[src/verilog/tsc_pkg.sv]
// timer section package: register map, control fields, shared types
// assumes an 8-bit register port with reads answered one cycle later
package tsc_pkg;
   localparam logic [7:0] ADDR_RUN_CTRL   = 8'h0e;
   localparam logic [7:0] ADDR_T0_CTRL    = 8'h0f;
   localparam logic [7:0] ADDR_RELOAD_HI  = 8'h10;
   localparam logic [7:0] ADDR_RELOAD_LO  = 8'h11;
   localparam logic [7:0] ADDR_COUNT_HI   = 8'h12;
   localparam logic [7:0] ADDR_COUNT_LO   = 8'h13;
   localparam int         RUN_POS         = 4;
   localparam int         CTRL_STOP_RX    = 7;
   localparam int         CTRL_START_LSB  = 4;
   localparam int         CTRL_AUTO       = 3;
   localparam int         CTRL_CLK_LSB    = 0;
   localparam logic [7:0] CTRL_MASK       = 8'hbb;
   localparam logic [7:0] RST_BYTE        = 8'h00;
   localparam logic [3:0] RST_RUN         = 4'h0;
   localparam int         RX_STOP_BITS    = 4;

   typedef enum logic [1:0] {START_NONE, START_TX_END, START_TRIM,
                             START_TRIM_UF} tsc_start_t;
   typedef enum logic [1:0] {CLK_FAST, CLK_SLOW, CLK_T2_UF,
                             CLK_T1_UF} tsc_clk_t;

   typedef struct packed {
      logic       stop_rx;
      tsc_start_t start_mode;
      logic       auto_reload;
      tsc_clk_t   clk_sel;
   } tsc_ctrl_t;

   typedef struct packed {
      logic [7:0] addr;
      logic [7:0] wdata;
      logic       wr;
      logic       rd;
   } tsc_bus_t;
endpackage

[src/verilog/tsc_timer_section.sv]
// timer section: shared run control, timer zero control, reload and counter
// assumes ticks, receive bit strobes and underflows of siblings are
// synchronous to i_mclk; the trimming edge source is an external pin
`timescale 1ns/10ps
module tsc_timer_section
(
   input  wire logic             i_mclk,
   input  wire logic             i_resetn,
   input  wire tsc_pkg::tsc_bus_t i_bus,
   output logic [7:0]            o_rdata,
   input  wire logic             i_tick_fast,
   input  wire logic             i_tick_slow,
   input  wire logic             i_t1_underflow,
   input  wire logic             i_t2_underflow,
   input  wire logic             i_tx_end,
   input  wire logic             i_rx_bit,
   input  wire logic             i_rx_frame_start,
   input  wire logic             i_trim_pin,
   input  wire logic [3:1]       i_sib_stop,
   output logic [3:0]            o_run,
   output logic                  o_t0_underflow,
   output logic                  o_irq_flag
);
   tsc_pkg::tsc_ctrl_t ctrl_ff, nxt_ctrl;
   logic [7:0]  rel_hi_ff, nxt_rel_hi, rel_lo_ff, nxt_rel_lo;
   logic [15:0] cnt_ff, nxt_cnt;
   logic [3:0]  run_ff, nxt_run;
   logic [2:0]  rxc_ff, nxt_rxc;
   logic [2:0]  trim_sync_ff;
   logic        trim_lvl_ff, nxt_trim_lvl;
   logic        uf_ff, nxt_uf;
   logic [7:0]  rdata_ff, nxt_rdata;
   logic        wr_run, tick, trim_mode, trim_rise, start_ev, uf;

   assign wr_run    = i_bus.wr && i_bus.addr == tsc_pkg::ADDR_RUN_CTRL;
   assign trim_mode = ctrl_ff.start_mode[1];
   // trimming edge: the last two sync stages agree before a change is accepted
   always_comb
   begin
      nxt_trim_lvl = trim_lvl_ff;
      if (trim_sync_ff[2] == trim_sync_ff[1])
         nxt_trim_lvl = trim_sync_ff[2];
   end
   assign trim_rise = trim_mode && nxt_trim_lvl && !trim_lvl_ff;

   always_comb
   begin
      case (ctrl_ff.clk_sel)
         tsc_pkg::CLK_FAST:  tick = i_tick_fast;
         tsc_pkg::CLK_SLOW:  tick = i_tick_slow;
         tsc_pkg::CLK_T2_UF: tick = i_t2_underflow;
         tsc_pkg::CLK_T1_UF: tick = i_t1_underflow;
         default:            tick = 1'b0;
      endcase
   end

   // start event for timer zero: software, end of transmission, trim edge
   always_comb
   begin
      start_ev = wr_run && i_bus.wdata[0]
                 && i_bus.wdata[tsc_pkg::RUN_POS] && !run_ff[0];
      if (ctrl_ff.start_mode == tsc_pkg::START_TX_END && i_tx_end)
         start_ev = 1'b1;
      if (trim_rise && !run_ff[0])
         start_ev = 1'b1;
   end
   // a trim edge while running stops the timer instead of counting
   assign uf = run_ff[0] && !start_ev && !trim_rise && tick
               && cnt_ff == 16'h0000;

   always_comb
   begin
      nxt_ctrl   = ctrl_ff;
      nxt_rel_hi = rel_hi_ff;
      nxt_rel_lo = rel_lo_ff;
      if (i_bus.wr)
      begin
         case (i_bus.addr)
            tsc_pkg::ADDR_T0_CTRL:
               nxt_ctrl = tsc_pkg::tsc_ctrl_t'({i_bus.wdata[7],
                          i_bus.wdata[5:3], i_bus.wdata[1:0]});
            tsc_pkg::ADDR_RELOAD_HI: nxt_rel_hi = i_bus.wdata;
            tsc_pkg::ADDR_RELOAD_LO: nxt_rel_lo = i_bus.wdata;
            default: ;
         endcase
      end
   end

   always_comb
   begin
      nxt_run = run_ff;
      nxt_cnt = cnt_ff;
      nxt_rxc = rxc_ff;
      nxt_uf  = 1'b0;
      // siblings stop themselves; their own logic reports it here
      nxt_run[3:1] = run_ff[3:1] & ~i_sib_stop;
      if (wr_run)
      begin
         for (int n = 0; n < 4; n++)
            if (i_bus.wdata[n])
               nxt_run[n] = i_bus.wdata[n + tsc_pkg::RUN_POS];
      end
      if (i_rx_frame_start)
         nxt_rxc = 3'h0;
      else if (i_rx_bit && rxc_ff != 3'(tsc_pkg::RX_STOP_BITS))
         nxt_rxc = rxc_ff + 3'h1;
      if (start_ev)
      begin
         nxt_run[0] = 1'b1;
         nxt_cnt    = {rel_hi_ff, rel_lo_ff};
      end
      else if (run_ff[0])
      begin
         if (trim_rise)
            nxt_run[0] = 1'b0;
         else if (tick)
         begin
            if (cnt_ff == 16'h0000)
            begin
               nxt_uf = ctrl_ff.start_mode != tsc_pkg::START_TRIM;
               if (ctrl_ff.auto_reload)
                  nxt_cnt = {rel_hi_ff, rel_lo_ff};
               else
                  nxt_run[0] = 1'b0;
            end
            else
               nxt_cnt = cnt_ff - 16'h0001;
         end
         // stop on the fourth received bit unless trimming
         if (ctrl_ff.stop_rx && !trim_mode && i_rx_bit
             && rxc_ff == 3'(tsc_pkg::RX_STOP_BITS - 1))
            nxt_run[0] = 1'b0;
      end
   end

   always_comb
   begin
      nxt_rdata = tsc_pkg::RST_BYTE;
      if (i_bus.rd)
      begin
         case (i_bus.addr)
            tsc_pkg::ADDR_RUN_CTRL:  nxt_rdata = {run_ff, 4'h0};
            tsc_pkg::ADDR_T0_CTRL:
               nxt_rdata = {ctrl_ff.stop_rx, 1'b0, ctrl_ff.start_mode,
                            ctrl_ff.auto_reload, 1'b0, ctrl_ff.clk_sel};
            tsc_pkg::ADDR_RELOAD_HI: nxt_rdata = rel_hi_ff;
            tsc_pkg::ADDR_RELOAD_LO: nxt_rdata = rel_lo_ff;
            tsc_pkg::ADDR_COUNT_HI:  nxt_rdata = cnt_ff[15:8];
            tsc_pkg::ADDR_COUNT_LO:  nxt_rdata = cnt_ff[7:0];
            default:                 nxt_rdata = tsc_pkg::RST_BYTE;
         endcase
      end
   end

   always_ff @(posedge i_mclk or negedge i_resetn)
   begin
      if (!i_resetn)
      begin
         ctrl_ff      <= '0;
         rel_hi_ff    <= tsc_pkg::RST_BYTE;
         rel_lo_ff    <= tsc_pkg::RST_BYTE;
         cnt_ff       <= 16'h0000;
         run_ff       <= tsc_pkg::RST_RUN;
         rxc_ff       <= 3'h0;
         trim_sync_ff <= 3'h0;
         trim_lvl_ff  <= 1'b0;
         uf_ff        <= 1'b0;
         rdata_ff     <= tsc_pkg::RST_BYTE;
      end
      else
      begin
         ctrl_ff      <= nxt_ctrl;
         rel_hi_ff    <= nxt_rel_hi;
         rel_lo_ff    <= nxt_rel_lo;
         cnt_ff       <= nxt_cnt;
         run_ff       <= nxt_run;
         rxc_ff       <= nxt_rxc;
         trim_sync_ff <= {trim_sync_ff[1:0], i_trim_pin};
         trim_lvl_ff  <= nxt_trim_lvl;
         uf_ff        <= nxt_uf;
         rdata_ff     <= nxt_rdata;
      end
   end

   assign o_rdata        = rdata_ff;
   assign o_run          = run_ff;
   assign o_t0_underflow = uf_ff;
   assign o_irq_flag     = uf_ff;

   chk_mask_keep: assert property (
      @(posedge i_mclk) disable iff (!i_resetn)
      wr_run && i_bus.wdata[3:0] == 4'h0 && i_sib_stop == 3'h0 && !start_ev
      && !(run_ff[0] && (tick || i_rx_bit || trim_rise))
      |=> o_run == $past(o_run))
      else $error("masked write changed a run bit");
   chk_mask_set: assert property (
      @(posedge i_mclk) disable iff (!i_resetn)
      wr_run && i_bus.wdata == 8'hff |=> o_run[3:1] == 3'h7)
      else $error("ff write did not start sibling timers");
   chk_start_load: assert property (
      @(posedge i_mclk) disable iff (!i_resetn)
      start_ev |=> o_run[0] && cnt_ff == {$past(rel_hi_ff),
      $past(rel_lo_ff)})
      else $error("start event did not load reload value");
   chk_dec_one: assert property (
      @(posedge i_mclk) disable iff (!i_resetn)
      run_ff[0] && tick && !start_ev && !trim_rise && cnt_ff != 16'h0000
      |=> cnt_ff == $past(cnt_ff) - 16'h0001)
      else $error("counter did not step down by one");
   chk_oneshot: assert property (
      @(posedge i_mclk) disable iff (!i_resetn)
      uf && !ctrl_ff.auto_reload |=> !o_run[0])
      else $error("one-shot timer kept running");
   chk_reload: assert property (
      @(posedge i_mclk) disable iff (!i_resetn)
      uf && ctrl_ff.auto_reload && !i_rx_bit && !wr_run
      |=> o_run[0] && cnt_ff == {$past(rel_hi_ff), $past(rel_lo_ff)})
      else $error("auto reload failed");
   chk_uf_flag: assert property (
      @(posedge i_mclk) disable iff (!i_resetn)
      uf && ctrl_ff.start_mode != tsc_pkg::START_TRIM
      |=> o_irq_flag)
      else $error("underflow flag missing");
   chk_rx_stop: assert property (
      @(posedge i_mclk) disable iff (!i_resetn)
      run_ff[0] && ctrl_ff.stop_rx && !trim_mode && i_rx_bit && !start_ev
      && !i_rx_frame_start && rxc_ff == 3'h3 |=> !o_run[0])
      else $error("receive stop did not halt timer");
   chk_tx_start: assert property (
      @(posedge i_mclk) disable iff (!i_resetn)
      ctrl_ff.start_mode == tsc_pkg::START_TX_END && i_tx_end
      |=> o_run[0])
      else $error("end of transmission did not start timer");
   // trimming runs ignore received bits; only an edge, the count or a software write ends them
   chk_rx_ignore: assert property (
      @(posedge i_mclk) disable iff (!i_resetn)
      run_ff[0] && trim_mode && i_rx_bit && !trim_rise && !tick && !wr_run
      |=> o_run[0])
      else $error("receive stop acted during trimming");
   // with no automatic start only software may start timer zero
   chk_no_auto: assert property (
      @(posedge i_mclk) disable iff (!i_resetn)
      ctrl_ff.start_mode == tsc_pkg::START_NONE && !run_ff[0] && !wr_run
      |=> !o_run[0])
      else $error("timer started without a start event");
   // rising trim edges toggle the run state of timer zero
   chk_trim_stop: assert property (
      @(posedge i_mclk) disable iff (!i_resetn)
      run_ff[0] && trim_rise
      |=> !o_run[0])
      else $error("trim edge did not stop timer");
   chk_trim_start: assert property (
      @(posedge i_mclk) disable iff (!i_resetn)
      !run_ff[0] && trim_rise
      |=> o_run[0])
      else $error("trim edge did not start timer");
   // trimming without underflow never raises the flag
   chk_uf_quiet: assert property (
      @(posedge i_mclk) disable iff (!i_resetn)
      uf && ctrl_ff.start_mode == tsc_pkg::START_TRIM
      |=> !o_irq_flag)
      else $error("underflow flag in trimming without underflow");
   // only the selected source may move the count
   chk_clk_fast: assert property (
      @(posedge i_mclk) disable iff (!i_resetn)
      run_ff[0] && ctrl_ff.clk_sel == tsc_pkg::CLK_FAST && !i_tick_fast
      && !start_ev |=> cnt_ff == $past(cnt_ff))
      else $error("count moved without a selected tick");
   chk_cascade: assert property (
      @(posedge i_mclk) disable iff (!i_resetn)
      run_ff[0] && ctrl_ff.clk_sel == tsc_pkg::CLK_T2_UF && i_t2_underflow
      && !start_ev && !trim_rise && cnt_ff != 16'h0000
      |=> cnt_ff == $past(cnt_ff) - 16'h0001)
      else $error("cascade underflow did not step the count");
   // reload writes during a run leave the count alone
   chk_reload_hold: assert property (
      @(posedge i_mclk) disable iff (!i_resetn)
      run_ff[0] && i_bus.wr && !tick && !start_ev
      && (i_bus.addr == tsc_pkg::ADDR_RELOAD_HI
          || i_bus.addr == tsc_pkg::ADDR_RELOAD_LO)
      |=> $stable(cnt_ff))
      else $error("reload write disturbed the count");
   // register reads answer one cycle after the strobe
   chk_run_read: assert property (
      @(posedge i_mclk) disable iff (!i_resetn)
      i_bus.rd && i_bus.addr == tsc_pkg::ADDR_RUN_CTRL
      |=> o_rdata == {$past(run_ff), 4'h0})
      else $error("run bits read back wrong");
   chk_count_read: assert property (
      @(posedge i_mclk) disable iff (!i_resetn)
      i_bus.rd && i_bus.addr == tsc_pkg::ADDR_COUNT_LO
      |=> {8'h00, o_rdata} == ($past(cnt_ff) & 16'h00ff))
      else $error("count low byte read back wrong");

   cov_uf: cover property (@(posedge i_mclk) disable iff (!i_resetn) uf);
   cov_rx_stop: cover property (@(posedge i_mclk) disable iff (!i_resetn)
      run_ff[0] && ctrl_ff.stop_rx && i_rx_bit && rxc_ff == 3'h3);
   cov_trim: cover property (@(posedge i_mclk) disable iff (!i_resetn)
      trim_rise ##[1:100] trim_rise);
   cov_cascade: cover property (@(posedge i_mclk) disable iff (!i_resetn)
      run_ff[0] && ctrl_ff.clk_sel == tsc_pkg::CLK_T1_UF && tick);
   cov_reload: cover property (@(posedge i_mclk) disable iff (!i_resetn)
      uf && ctrl_ff.auto_reload);
endmodule

[config.mk]
export PLATFORM = sky130hd
export DESIGN_NAME = tsc_timer_section
export DESIGN_NICKNAME = d
export VERILOG_FILES = /design/src/verilog/tsc_pkg.sv /design/src/verilog/tsc_timer_section.sv
export SDC_FILE = /design/constraint.sdc
export NUM_CORES = 1
export LEC_CHECK = 0
export BUFFER_PORTS_ARGS = -buffer_cell sky130_fd_sc_hd__buf_2
export CORE_MARGIN = 10
export CORE_UTILIZATION = 57
export CTS_CLUSTER_DIAMETER = 40
export DETAILED_ROUTE_END_ITERATION = 10
export GPL_TIMING_DRIVEN = 0
export PLACE_DENSITY_LB_ADDON = 0.1
export REMOVE_ABC_BUFFERS = 1
export SYNTH_ARGS = -nofsm -noshare
export SYNTH_HDL_FRONTEND = slang
export SYNTH_SLANG_ARGS = --single-unit
[constraint.sdc]
create_clock -name i_mclk -period 2.1 [get_ports i_mclk]
set_input_delay 0.105 -clock i_mclk [delete_from_list [all_inputs] [get_ports i_mclk]]
set_output_delay 0.105 -clock i_mclk [all_outputs]
set_load 0.1 [all_outputs]
==> results of run 1 <==
==> final cells by class <==
class                      count  area [sq um]
inverter                      14          52.6
clock buffer                  12           165
sequential                    58          1450
tap                           72          90.1
timing repair buffer          61           398
fill                         397          1570
multi-input combinational    198          1660
clock inverter                 4          48.8
==> critical path: stages <==
cell and delay, ps:
buf_2 100, or3_4 430, nor4b_4 740, nor4b_4 340, buf_4 210, mux2_2 340
==> power groups by stage <==
stage	Clock [uW]	Combinational, uW	Sequential (uW)
finish	1090	1520	1490
global placement	0	1230	1490
detailed placement	0	1250	1500
global route	1150	1670	1520
floorplan	0	906	1490
CTS	1110	1370	1470
==> timing repair <==
item | 4_1_cts | 5_1_grt
resized for setup | 11 | 7
endpoints found under the hold margin | 5 | 58
pin swaps | 2 | 1
setup buffers | 7 | 6
gates cloned | 1 | 0
endpoints found under the setup margin | 31 | 17
hold buffers | 3 | 1
==> logic make-up after synthesis <==
logic type / Yosys count
AND/OR/NAND/NOR: 91
XOR/XNOR: 1
flip-flops: 58
multiplexers: 47
adder cells (fa/ha/maj): 6
buffers and inverters: 29
AO/OA/AOI/OAI: 52
==> flip-flops by register name, indices dropped and copies added, names as in the netlist, 3 cells and up <==
name          cells
cnt_ff           16
ctrl_ff           6
trim_sync_ff      3
rxc_ff            3
o_rdata           8
rel_hi_ff         8
rel_lo_ff         8
o_run             4
==> worst max-delay path by stage <==
stage               startpoint            to  slack, ps  cells past startpoint
floorplan             o_run[0]    cnt_ff[10]       -470                      5
global placement     cnt_ff[0]     cnt_ff[1]      -1050                      7
detailed placement   cnt_ff[0]     cnt_ff[1]      -1050                      7
CTS                  cnt_ff[0]    cnt_ff[15]         10                      8
global route         cnt_ff[0]    cnt_ff[15]        -40                      8
finish               i_bus[15]  rel_hi_ff[6]         60                      6
==> metrics by stage <==
stage | cells | util | power (uW)
after floorplan | 269 | - | 2400
after global placement | 385 | 0.625 | 2720
after detailed placement | 385 | 0.625 | 2750
after CTS | 412 | 0.693 | 3950
after global routing | 419 | 0.711 | 4340
final | 419 | 0.711 | 4100
==> layer usage <==
metal | wire (um) | vias up | global-route usage
met3 | 678 | 16 | 0.0460
met1 | 3610 | 1281 | 0.245
li1 | - | 1186 | -
met2 | 3950 | 127 | 0.295
met4 | 178 | 0 | 0.102
met5 | 0 | - | 0
==> layout by cell type (no fill, tap or decap), types with 8 or more instances in the layout <==
cell / count
dfrtp_1: 57
mux2_2: 21
inv_1: 12
nor2_1: 14
o2bb2ai_1: 15
o22ai_1: 15
buf_2: 43
clkbuf_8: 12
nand2_1: 18
mux2i_1: 18
buf_4: 11
nor3_1: 13
mux4_2: 8
==> results_dict.tcl, run 1 <==
set metrics [dict create \
    status "finished clean" \
    switching_share 0.365 \
    row_count 27 \
    drt_iter0_drc 277 \
    via_per_inst 6.23 \
    cts_tree "built" \
    port_buffers 44 \
    synthTopCellsByArea "dfrtp_1 46%, mux2_2 7.5%, mux2i_1 5.7%" \
    antenna_found_initial 0 \
    timing_worst_setup_path_type "input pin to flip-flop" \
    synth_top_cell_by_area "dfrtp_1" \
    p_leak_uw 0.00185 \
    hold_end "o_run[1]" \
    seq_area_frac_synth 0.458 \
    finalWirelength_um 8420 \
    dieArea_sq_mm 0.00895 \
    avgSynthCellArea_sq_um 11.2 \
    start_util 0.583 \
    grt_max_degree 59 \
    hold_slack_ps 5.10 \
    synthMuxAreaShare 0.188 \
    synth-xor-area-share 0.00276 \
    areaGrowthSynthToFinish_pct 21.9 \
    dp.final_hpwl_um 5460 \
    die_h_um 94.6 \
    slew_viol_final 0 \
    synth_top_area_share 0.458 \
    cts_max_path_buffers 2 \
    dp_slack_ps -1050 \
    layout.nets 378 \
    power.share.combinational 0.369 \
    antenna_left 0 \
    yosysUniqueCellTypes 43 \
    fmax_ghz 0.489 \
    ios 45 \
    grt_pass1_vias 2573 \
    reg2reg_from "cnt_ff[0]" \
    min_path_type "input pin to flip-flop" \
    drc 0 \
    clock_skew_ps 7.90 \
    num_antenna_cells 0 \
    post_dp_cell_area_sq_mm 0.00340 \
    drt_pre_antenna_iters 5 \
    power_density_mw_per_mm2 1060 \
    power_frac_clock 0.267 \
    fin_crit_sh 0.973 \
    synth_top_family_by_area "multiplexers" \
    p_switching_uw 1500 \
    syn-instance-count 284 \
    worstSetupEndpointType "flip-flop" \
    root_buffer "clkbuf_8" \
    critPathMaxFanout 11 \
    reg2reg_slack_ps 70 \
    arrival_ps 2270 \
    rr_endpoint "cnt_ff[15]" \
    core-area_sq_mm 0.00544 \
    max_slew_margin 0.158 \
    ys_warn_count 0 \
    reg2reg_depth 8 \
    period_minus_slack_ps 2040 \
    min_from "i_sib_stop[1]" \
    cts.sinks 58 \
    netlist_area_sq_mm 0.00317 \
    yosys.area_share.simple 0.168 \
    hold_path_depth 3 \
    maxCapViolations 0 \
    synth_most_common_cell "dfrtp_1" \
    synth_flop_cell "dfrtp_1" \
    async_flop_share 1.00 \
    setup_viol 0 \
    grt.total_usage 0.191 \
    tns_ps 0 \
    yosys_register_bits 58 \
    critPathRequiredTime_ps 2330 \
    postLayoutSetupSlackWorst_ps 55.8 \
    grt_pass1_wl_um 13200 \
    power_frac_seq 0.364 \
    clock_latency_ps 340 \
    cts_buffers 9 \
    post_drt_wl_per_cell_um 20.1 \
    htree_levels 3 \
    gp_congestion 0.828 \
    vias 2610 \
    final-hold-violation-count 0 \
    synthAdderAreaFrac 0.0229 \
    internal-power_uw 2610 \
    synth_edf_count 0 \
    die_width_um 94.6 \
    tightest_slew_ps 1250 \
    critPathLaunchType "input pin" \
    drive_above_1_share 0.343 \
    grt_overflow 0 \
    ir_drop_uv 749 \
    fin_area_sq_mm 0.00386 \
    synth_compound_area_frac 0.118 \
    clkSlewWorstSetupHoldPaths_ps 70 \
    yosys-top-cells-count "58 x dfrtp_1, 21 x mux2_2, 18 x mux2i_1, 18 x nand2_1" \
]
No activity file was read; power rests on OpenSTA's default activity.
==> inputs of run 2 (changes only) <==
--- a/config.mk
+++ b/config.mk
@@ -11,6 +11,7 @@
 export CTS_CLUSTER_DIAMETER = 40
 export DETAILED_ROUTE_END_ITERATION = 10
 export GPL_TIMING_DRIVEN = 0
+export MAX_ROUTING_LAYER = met4
 export PLACE_DENSITY_LB_ADDON = 0.1
 export REMOVE_ABC_BUFFERS = 1
 export SYNTH_ARGS = -nofsm -noshare
==> run 2 against run 1 <==
Compared with the run above:
- register-to-register slack barely moved
- sequential share of layout area did not move
- largest power group unchanged
- count of clock-buffer cells in the layout unchanged
- critical path type unchanged
- clock skew barely moved
- global-route usage up 0.59 points
- combinational power about the same
- final cell count stayed put
==> results_dict.tcl, run 2 (same netlist as run 1, synthesis figures left out) <==
set metrics [dict create \
    cts.sinks 58 \
    finalWirelength_um 8340 \
    via_per_inst 6.16 \
    grt.total_usage 0.197 \
    drt_pre_antenna_iters 5 \
    row_count 27 \
    clkSlewWorstSetupHoldPaths_ps 70 \
    clock_latency_ps 340 \
    final-hold-violation-count 0 \
    dieArea_sq_mm 0.00895 \
    layout.nets 378 \
    crit_family "simple AND/OR/NAND/NOR gates" \
    cts_buffers 9 \
    grt_pass1_wl_um 13300 \
    drt_iter0_drc 289 \
    timing_worst_setup_path_type "input pin to flip-flop" \
    p_leak_uw 0.00185 \
    largest_reg_flops 16 \
    status "finished clean" \
    ir_drop_uv 752 \
    dp.final_hpwl_um 5460 \
    num_antenna_cells 0 \
    core-area_sq_mm 0.00544 \
    post_drt_wl_per_cell_um 19.9 \
    die_width_um 94.6 \
    root_buffer "clkbuf_8" \
    final_common_cell "dfrtp_1" \
    setup_viol 0 \
    period_minus_slack_ps 2040 \
    drc 0 \
    critPathLaunchType "input pin" \
    fmax_ghz 0.491 \
    slew_viol_final 0 \
    clock_skew_ps 7.61 \
    antenna_found_initial 0 \
    grt_overflow 0 \
    critPathMaxFanout 11 \
    start_util 0.583 \
    grt_pass1_vias 2573 \
    cp_common_cell "nor4b_4" \
    maxCapViolations 0 \
    ios 45 \
    drive_above_1_share 0.343 \
    regMostFlops "cnt_ff" \
    port_buffers 44 \
    gp_congestion 0.841 \
    path_cells "buf_2 -> or3_4 -> nor4b_4 -> nor4b_4 -> buf_4 -> mux2_2" \
    min_path_type "input pin to flip-flop" \
    tightest_slew_ps 1260 \
    fin_area_sq_mm 0.00386 \
    vias 2581 \
    final_cell_mix "57 x dfrtp_1, 43 x buf_2, 21 x mux2_2" \
    max_slew_margin 0.149 \
    place_inst 385 \
    worstSetupEndpointType "flip-flop" \
    arrival_ps 2260 \
    crit_buf_inv 2 \
    min_from "i_sib_stop[1]" \
    antenna_left 0 \
    die_h_um 94.6 \
    grt_max_degree 59 \
    htree_levels 3 \
    critPathRequiredTime_ps 2330 \
    post-route-util 0.711 \
    cts_tree "built" \
    cts_max_path_buffers 2 \
    areaGrowthSynthToFinish_pct 21.9 \
    fin_crit_sh 0.969 \
    crit_slowest_cell "nor4b_4" \
    post_dp_cell_area_sq_mm 0.00340 \
    crit_start "i_bus[15]" \
    tns_ps 0 \
    slowest_delay_ps 740 \
    power_density_mw_per_mm2 1060 \
    fin_cells 419 \
    reg2reg_from "cnt_ff[0]" \
]
==> run 2: area by class of cell <==
type                    instances  area [sq um]
clock inverters                 4          48.8
flip-flops and latches         58          1450
repair buffers                 61           398
inverters                      14          52.6
multi-input cells             198          1660
well taps                      72          90.1
fillers                       397          1570
clock buffers                  12           165
==> run 2: final timing paths <==
| kind | end | slack [ps] | cells after the start |
|---|---|---|---|
| setup / recovery | rel_hi_ff[6] | 60 | 6 |
| hold / removal | o_run[1] | 5 | 3 |
| setup reg to reg | cnt_ff[15] | 60 | 8 |
| hold reg to reg | trim_sync_ff[1] | 360 | 0 |
| max in group asynchronous | cnt_ff[1] | 1200 | 2 |
| min in group asynchronous | o_run[2] | 370 | 2 |
==> run 2: what timing repair did <==
item                       CTS  global route
cloned                       1             0
hold endpoints to repair     5            58
setup endpoints to repair   31            17
hold buffers                 3             1
pin swaps                    2             1
gates resized for setup     11             7
buffers inserted             7             6
==> run 2: per-stage QoR <==
| step | setup WS, ps | hold WS (ps) | power (uW) |
|---|---|---|---|
| 2_1_floorplan | -473 | -191 | 2400 |
| 3_3_place_gp | -1050 | 215 | 2720 |
| 3_5_place_dp | -1050 | 217 | 2750 |
| 4_1_cts | 12.9 | 0.527 | 3950 |
| 5_1_grt | -39.1 | 7.74 | 4340 |
| 6_report | 64.9 | 4.98 | 4100 |
==> run 2: power breakdown <==
group          internal, uW  total (uW)  switching, uW
Clock                   642        1090            452
Sequential             1270        1500            222
Combinational           692        1510            820
Total                  2610        4100           1490
==> run 2: layer usage <==
layer	up-vias	part of all wire	track usage
met4	0	0.024	0.102
met5	-	0	-
met2	108	0.47	0.295
li1	1186	-	-
met1	1270	0.43	0.245
met3	17	0.078	0.0460
==> run 2: worst reg2reg max path, cell delays in order (launching register included) <==
cell and delay, ps:
dfrtp_1 380, inv_2 80, ha_1 220, nor4b_2 170
and4_4 180, or3_4 410, buf_12 170, mux2i_1 130
o2bb2ai_1 200
